<file path="config.mk">
export PLATFORM = sky130hd
export DESIGN_NAME = trace_formatter
export DESIGN_NICKNAME = d
export VERILOG_FILES = /design/src/trace_formatter.v
export VERILOG_INCLUDE_DIRS = /design/src
export SDC_FILE = /design/constraint.sdc
export NUM_CORES = 1
export LEC_CHECK = 0
export BUFFER_PORTS_ARGS = -buffer_cell sky130_fd_sc_hd__buf_2
export CORE_UTILIZATION = 50
export CTS_CLUSTER_DIAMETER = 100
export DETAILED_ROUTE_END_ITERATION = 6
export PLACE_DENSITY = 0.67
export RECOVER_POWER = 25
export SYNTH_ARGS = -nofsm -noshare
export SYNTH_HDL_FRONTEND = slang
export SYNTH_SLANG_ARGS = --single-unit
export TNS_END_PERCENT = 20
</file>
<file path="constraint.sdc">
create_clock -name i_clk_sys -period 5.75 [get_ports i_clk_sys]
set_clock_uncertainty 0.05 [all_clocks]
set_input_delay 0.8625 -clock i_clk_sys [delete_from_list [all_inputs] [get_ports i_clk_sys]]
set_output_delay 0.8625 -clock i_clk_sys [all_outputs]
set_load 0.01 [all_outputs]
</file>
<file path="src/trace_fmt_map.vh">
// Constants for the trace formatter output stage: identifiers, fixed bytes,
// mode codes and frame geometry.
// Assumes it is included by bare name from the formatter design file.
`ifndef TRACE_FMT_MAP_VH
`define TRACE_FMT_MAP_VH

// ----------------------------------------------------------------------------
// Identifiers and fixed bytes
// ----------------------------------------------------------------------------
`define FMT_ID_NULL        7'h00
`define FMT_ID_FLUSH       7'h7B
`define FMT_ID_TRIG        7'h7D
`define FMT_FLUSH_ALL      8'h00
`define FMT_TRIG_UNKNOWN   8'h00
`define FMT_NULL_DATA      8'h00
`define FMT_SYNC_LO        8'hFF
`define FMT_SYNC_HI        8'h7F
`define FMT_TERM_MARK      8'h01
`define FMT_TERM_ZERO      8'h00

// ----------------------------------------------------------------------------
// Modes and frame geometry
// ----------------------------------------------------------------------------
`define FMT_MODE_BYPASS    2'h0
`define FMT_MODE_NORMAL    2'h1
`define FMT_MODE_CONT      2'h2
`define FMT_LAST_SLOT      4'hE
`define FMT_AUX_SLOT       4'hF
`define FMT_REPEAT_FRAMES  10
`define FMT_PORT_BYTES     4

`endif

</file>
<file path="src/trace_formatter.v">
// Trace formatter output stage: frames tagged source bytes into 16-byte
// frames, or passes them through in bypass, and drives a byte-wide port.
// Assumes sources and flush/trigger requests come from logic on i_clk_sys.
`timescale 1ns/10ps
`default_nettype none
`include "trace_fmt_map.vh"

module trace_formatter #(
	parameter HAS_BYPASS    = 1,
	parameter HAS_CONT      = 1,
	parameter REPEAT_FRAMES = `FMT_REPEAT_FRAMES,
	parameter PORT_BYTES    = `FMT_PORT_BYTES
) (
	// Clock, reset, enable
	input  wire       i_clk_sys,
	input  wire       i_rstn,
	input  wire       i_ce,
	// Configuration
	input  wire [1:0] i_mode,
	input  wire       i_src_id_toggle,
	// Trace source
	input  wire       i_src_valid,
	input  wire [7:0] i_src_data,
	input  wire [6:0] i_src_id,
	output wire       o_src_ready,
	// Events
	input  wire       i_trigger,
	input  wire       i_flush_req,
	output reg        o_flush_done,
	// Trace port
	output reg  [7:0] o_port_data,
	output reg        o_port_valid,
	output reg        o_trace_control_pin
);

	// ------------------------------------------------------------------------
	// States and item kinds
	// ------------------------------------------------------------------------
	localparam S_BUILD = 2'h0;
	localparam S_EMIT  = 2'h1;
	localparam S_BYP   = 2'h2;
	localparam S_BTERM = 2'h3;
	localparam K_SRC   = 2'h0;
	localparam K_TRIG  = 2'h1;
	localparam K_RESP  = 2'h2;
	localparam K_PAD   = 2'h3;

	reg  [1:0] state_r;
	reg  [1:0] mode_r;
	reg  [3:0] slot_r;
	reg  [3:0] eidx_r;
	reg  [7:0] fb_r [0:14];
	reg  [7:0] aux_r;
	reg  [7:0] hold_r;
	reg        hold_v_r;
	reg  [6:0] cur_id_r;
	reg        rep_r;
	reg  [7:0] fc_r;
	reg        trig_pend_r;
	reg        flush_pend_r;
	reg        pad_r;
	reg        ob_r;
	reg  [7:0] bc_r;
	reg        bfirst_r;
	reg        zw_r;

	// Mode allowed by build options and source behaviour
	wire [1:0] mode_ok = (i_mode == `FMT_MODE_BYPASS && HAS_BYPASS != 0 && !i_src_id_toggle) ?
		`FMT_MODE_BYPASS : (i_mode == `FMT_MODE_CONT && HAS_CONT != 0) ?
		`FMT_MODE_CONT : `FMT_MODE_NORMAL;

	// Next item to place in a frame, by priority
	reg        it_v;
	reg  [1:0] it_k;
	reg  [6:0] it_id;
	reg  [7:0] it_d;
	always @* begin
		it_v  = 1'b1;
		it_k  = K_SRC;
		it_id = i_src_id;
		it_d  = i_src_data;
		if (trig_pend_r && mode_r == `FMT_MODE_CONT) begin
			it_k  = K_TRIG;
			it_id = `FMT_ID_TRIG;
			it_d  = `FMT_TRIG_UNKNOWN;
		end else if (i_src_valid) begin
			it_k  = K_SRC;
		end else if (flush_pend_r) begin
			it_k  = K_RESP;
			it_id = `FMT_ID_FLUSH;
			it_d  = `FMT_FLUSH_ALL;
		end else if (pad_r) begin
			it_k  = K_PAD;
			it_id = `FMT_ID_NULL;
			it_d  = `FMT_NULL_DATA;
		end else begin
			it_v  = 1'b0;
		end
	end

	// Placement decisions
	wire chg     = rep_r || (it_id != cur_id_r);
	wire place   = (state_r == S_BUILD) && it_v;
	wire consume = place && ((slot_r == `FMT_LAST_SLOT || hold_v_r) ? !chg : 1'b1);
	wire byp_tx  = (state_r == S_BYP) && i_src_valid;
	wire idle    = ((state_r == S_BUILD) && slot_r == 4'h0 && !hold_v_r && !it_v) ||
		((state_r == S_BYP) && !i_src_valid && !flush_pend_r);
	wire [2:0] pair = slot_r[3:1];

	// Source handshake, combinational
	assign o_src_ready = i_ce && ((consume && it_k == K_SRC) || byp_tx);

	// ------------------------------------------------------------------------
	// Main sequencer
	// ------------------------------------------------------------------------
	always @(posedge i_clk_sys or negedge i_rstn) begin
		if (!i_rstn) begin
			state_r             <= S_BUILD;
			mode_r              <= `FMT_MODE_NORMAL;
			slot_r              <= 4'h0;
			eidx_r              <= 4'h0;
			aux_r               <= 8'h00;
			hold_r              <= 8'h00;
			hold_v_r            <= 1'b0;
			cur_id_r            <= `FMT_ID_NULL;
			rep_r               <= 1'b0;
			fc_r                <= 8'h00;
			trig_pend_r         <= 1'b0;
			flush_pend_r        <= 1'b0;
			pad_r               <= 1'b0;
			ob_r                <= 1'b0;
			bc_r                <= 8'h00;
			bfirst_r            <= 1'b1;
			zw_r                <= 1'b0;
			o_flush_done        <= 1'b0;
			o_port_data         <= 8'h00;
			o_port_valid        <= 1'b0;
			o_trace_control_pin <= 1'b1;
		end else if (i_ce) begin
			o_flush_done <= 1'b0;
			// Mode taken only between frames
			if (idle) begin
				mode_r  <= mode_ok;
				state_r <= (mode_ok == `FMT_MODE_BYPASS) ? S_BYP : S_BUILD;
			end
			case (state_r)
			S_BUILD: begin
				// Idle port: halfword sync in continuous, control pin otherwise
				o_port_data         <= ob_r ? `FMT_SYNC_HI : `FMT_SYNC_LO;
				o_port_valid        <= (mode_r == `FMT_MODE_CONT);
				o_trace_control_pin <= (mode_r != `FMT_MODE_CONT);
				if (mode_r == `FMT_MODE_CONT)
					ob_r <= ~ob_r;
				if (place) begin
					if (slot_r == `FMT_LAST_SLOT) begin
						if (chg) begin
							fb_r[14] <= {it_id, 1'b1};
							aux_r[7] <= 1'b0;
							cur_id_r <= it_id;
							rep_r    <= 1'b0;
							fc_r     <= 8'h00;
						end else begin
							fb_r[14] <= {it_d[7:1], 1'b0};
							aux_r[7] <= it_d[0];
						end
						state_r <= S_EMIT;
						eidx_r  <= 4'h0;
					end else if (!hold_v_r) begin
						if (chg) begin
							// Identifier now, data in the odd slot
							fb_r[slot_r]          <= {it_id, 1'b1};
							aux_r[pair]           <= 1'b0;
							fb_r[slot_r + 4'h1]   <= it_d;
							cur_id_r              <= it_id;
							rep_r                 <= 1'b0;
							fc_r                  <= 8'h00;
							slot_r                <= slot_r + 4'h2;
						end else begin
							hold_r   <= it_d;
							hold_v_r <= 1'b1;
						end
					end else if (!chg) begin
						fb_r[slot_r]        <= {hold_r[7:1], 1'b0};
						aux_r[pair]         <= hold_r[0];
						fb_r[slot_r + 4'h1] <= it_d;
						slot_r              <= slot_r + 4'h2;
						hold_v_r            <= 1'b0;
					end else begin
						// New identifier takes effect after the held byte
						fb_r[slot_r]        <= {it_id, 1'b1};
						aux_r[pair]         <= 1'b1;
						fb_r[slot_r + 4'h1] <= hold_r;
						cur_id_r            <= it_id;
						rep_r               <= 1'b0;
						fc_r                <= 8'h00;
						slot_r              <= slot_r + 4'h2;
						hold_v_r            <= 1'b0;
					end
					if (consume && it_k == K_TRIG)
						trig_pend_r <= 1'b0;
					if (consume && it_k == K_RESP) begin
						flush_pend_r <= 1'b0;
						pad_r        <= 1'b1;
					end
				end
			end
			S_EMIT: begin
				if (mode_r == `FMT_MODE_CONT && ob_r) begin
					// Finish a half-sent sync to keep 16-bit alignment
					o_port_data         <= `FMT_SYNC_HI;
					o_port_valid        <= 1'b1;
					o_trace_control_pin <= 1'b0;
					ob_r                <= 1'b0;
				end else begin
					o_port_data  <= (eidx_r == `FMT_AUX_SLOT) ? aux_r : fb_r[eidx_r];
					o_port_valid <= 1'b1;
					// Trigger marked on the control pin in normal mode
					o_trace_control_pin <= (mode_r == `FMT_MODE_NORMAL) && trig_pend_r;
					if (mode_r == `FMT_MODE_NORMAL)
						trig_pend_r <= 1'b0;
					eidx_r <= eidx_r + 4'h1;
					if (eidx_r == `FMT_AUX_SLOT) begin
						state_r <= S_BUILD;
						slot_r  <= 4'h0;
						fc_r    <= fc_r + 8'h01;
						if (fc_r == REPEAT_FRAMES - 1)
							rep_r <= 1'b1;
						if (pad_r) begin
							pad_r        <= 1'b0;
							o_flush_done <= 1'b1;
						end
					end
				end
			end
			S_BYP: begin
				// Unchanged bytes, control pin marks idle and trigger
				o_port_data         <= i_src_data;
				o_port_valid        <= i_src_valid;
				o_trace_control_pin <= !i_src_valid || trig_pend_r;
				if (i_src_valid) begin
					trig_pend_r <= 1'b0;
					bc_r        <= (bc_r == PORT_BYTES - 1) ? 8'h00 : bc_r + 8'h01;
				end else if (flush_pend_r) begin
					state_r  <= S_BTERM;
					bfirst_r <= 1'b1;
					zw_r     <= 1'b0;
				end
			end
			default: begin
				// One set bit, zeros to the port word, then one zero word
				o_port_data         <= bfirst_r ? `FMT_TERM_MARK : `FMT_TERM_ZERO;
				o_port_valid        <= 1'b1;
				o_trace_control_pin <= 1'b0;
				bfirst_r            <= 1'b0;
				bc_r <= (bc_r == PORT_BYTES - 1) ? 8'h00 : bc_r + 8'h01;
				if (bc_r == PORT_BYTES - 1) begin
					zw_r <= 1'b1;
					if (zw_r) begin
						state_r      <= S_BYP;
						flush_pend_r <= 1'b0;
						o_flush_done <= 1'b1;
					end
				end
			end
			endcase
			// Requests win over a same-cycle clear
			if (i_trigger)
				trig_pend_r <= 1'b1;
			if (i_flush_req)
				flush_pend_r <= 1'b1;
		end
	end

endmodule
`default_nettype wire

</file>
==> run metrics <==
width of the die=144 µm; Post-CTS Setup Inserts=0; Pre-antenna DRT Iters=5; core box area=19500 µm²; fin. max-slew vios=70; P&R area growth vs syn=8.64%; die height=144 µm; DR vias=7285; Bufs and invs on worst path=1; # fillers=1689; Seq cells post-synth=189; sw power=1.71 mW; Slew HR=-154%; Largest delay share family, worst path=simple AND/OR/NAND/NOR gates; status=finished, violations left; final core utilization=55.8%; Overflow after GRT=0; CP max FO=8; PortBufs=35; Top FF cell, synth=edfxtp_1; I/O pin total=36; Avg Cell Area, Syn=11.0 µm²; largest net degree at the start of global routing=70; DRC errors left=0; Sw Ratio=37.0%; Die ar.=20600 µm²; design internal power=2.91 mW; final hold violation count=0; CP required=4.84 ns; Synth cell types=77; TritonCTS buffer count=17; Yosys Warn Count=0; RSZ-0062 raised after global routing=no; Via density=6.07; met2 Track Usage GR=40.6%; Tcrit/Tclk final=76.9%; Placer Congestion=0.881; CTS Hold Bufs=0; logic gate share of total power=33.5%; Most Used Layer, Global Route=met2; design area=10900 µm²; number of synthesized flops with an enable pin=120; Setup violations, final=0; GR Util met3=6.10%; Starting Density=51.3%; leakage=4.10 nW; routing usage on met1=38.8%; clk slew on worst S/H paths=0.07 ns; worst min path class=reg -> reg; Mapped Cells=910; slowest stage delay, CP=0.70 ns; Tot Pwr=4.61 mW; placed instance area=10300 µm²; async set-reset flop share out of synthesis=36.5%; CP arrival=3.51 ns; CP Launch Type=register; multi-input logic area=4110 µm²; vias in the first global route=6918; failing checks=max-capacitance violations, max-slew violations; GRT Total Usage=26.9%; register area=5340 µm²; Total Wirelength=26100 µm; Wirelength per Cell=21.8 µm; sequential-to-total area share from yosys stat=53.2%; critical-path cell list=and3b_1 -> a211oi_1 -> a21oi_1 -> or4b_1 -> nor3_4 -> o21ai_0 -> nor2_1 -> o211a_1 -> buf_2; CTS H-tree lvls=4; DRT iter0 DRCs=716; hold_ws=0.427 ns; clock sinks=189; CTS tree=done; global-route wire length before repair=40500 µm; initial antenna violation count=1; max-cap violations=1; top-area cell type share of the netlist area=36.0%; Worst setup EP type=output port; synth top area cells=edfxtp_1 (36%), dfrtp_1 (16%), mux2i_1 (6.1%); fmax=226 MHz; Row Count=51; layout cell share with drive strength beyond 1=12.4%; remaining antenna violation count=0; NumNets Final=957; power per cell area=424 nW/µm²; most common cell after layout, fill and taps aside=edfxtp_1; worst skew pair latency=0.44 ns; final setup TNS=0 ns; slowest CP cell=or4b_1; WS Path Type=reg -> out; worst-margin pin slew=3.81 ns; clock buffer depth=2; Root Driver=clkbuf_16; DP Wirelength=17700 µm; n_diodes=0; post-cts gate resize count=0; Mapped Area=10000 µm²; Net Count, Synth=943; sequential power share=41.2%; Max VDD drop=0.223 mV; Yosys top cell by area=edfxtp_1; min Tclk post-route=4.42 ns; Clk pwr share=25.3%; most frequent cells in the layout=edfxtp_1 (120), nand2_1 (108), inv_1 (81), dfrtp_1 (65)
-- path summary, 6_finish.rpt --
check | slack, ns | depth (start not counted) | startpoint | end
hold / removal | 0.43 | 1 | o_trace_control_pin | o_trace_control_pin
min in group asynchronous | 1.85 | 2 | i_rstn | o_port_valid
max in group asynchronous | 1.40 | 2 | i_rstn | eidx_r[0]
setup reg to reg | 1.46 | 8 | mode_r[0] | fb_r[13][2]
setup / recovery | 1.33 | 9 | mode_r[0] | o_src_ready
hold reg to reg | 0.43 | 1 | o_trace_control_pin | o_trace_control_pin
-- sequential cells by signal, indices dropped and copies added, names as in the netlist, 2 cells and up --
name,flops
aux_r,8
bc_r,8
cur_id_r,7
eidx_r,4
fb_r,120
fc_r,8
hold_r,8
mode_r,2
o_port_data,8
slot_r,3
state_r,2
-- metrics by stage --
step / setup WS, ns / cells
after floorplan: 1.33 / 910
after global placement: 1.26 / 1170
after detailed placement: 1.12 / 1170
after CTS: 1.44 / 1201
after global routing: 0.609 / 1201
final: 1.33 / 1201
-- layout make-up --
cell class	count	area share, %
flip-flops and latches	189	49.0
multi-input cells	587	37.8
clock buffers	19	3.98
well taps	265	3.05
inverters	84	2.90
repair buffers	45	2.06
clock inverters	12	1.23
-- power groups by stage --
stage               Clock [mW]  Sequential [mW]  Combinational [mW]
floorplan                    0             1.87                1.15
global placement             0             1.91                1.51
detailed placement           0             1.92                1.54
CTS                       1.18             1.89                1.54
global route              1.22             1.92                1.70
finish                    1.17             1.90                1.55
-- cells by family (layout without fill, tap and decap cells) --
kind of cell               after synthesis  in the layout  synth area share, %
muxes                                   94             94                 12.5
adders and majority gates                9              9                 1.12
and+or+nand+nor                        266            266                 12.6
xor gates and xnor gates                12             12                 1.05
AOI/OAI and AO/OA                      206            206                 13.8
buffers and inverters                  134            160                 5.72
DFF                                    189            189                 53.2
-- cells in the mapped netlist (3+ instances only) --
master     instances
a31oi_1           17
a211o_1            3
edfxtp_1         120
clkbuf_1          32
a21o_1             3
xnor2_1           10
mux2i_1           61
o211ai_1          19
o2bb2ai_1          9
dfrtp_1           66
nand2_1          108
and3_1             5
nand3b_1           5
nand2b_1           8
nor3_1            12
buf_1              3
o221ai_1           8
o21ai_0           59
o22ai_2            3
buf_2              4
o22ai_1            6
nand3_1           25
inv_1             81
or3_1              6
dfstp_2            3
ha_1               9
buf_4              3
buf_6              7
nor2_1            61
mux2_2             7
nor4_1             4
mux4_2            24
a21oi_1           38
nand4_1            3
a221oi_1           8
nand2_2            6
nor2b_1            5
a211oi_1           9
-- layer usage --
metal  share of wire [%]  routed length, µm
met1                  45              11600
met2                  46              12000
met3                 7.4               1940
met4                 2.0                512
met5                   0                  0
Note: power is estimated with default switching activity, not from simulation.
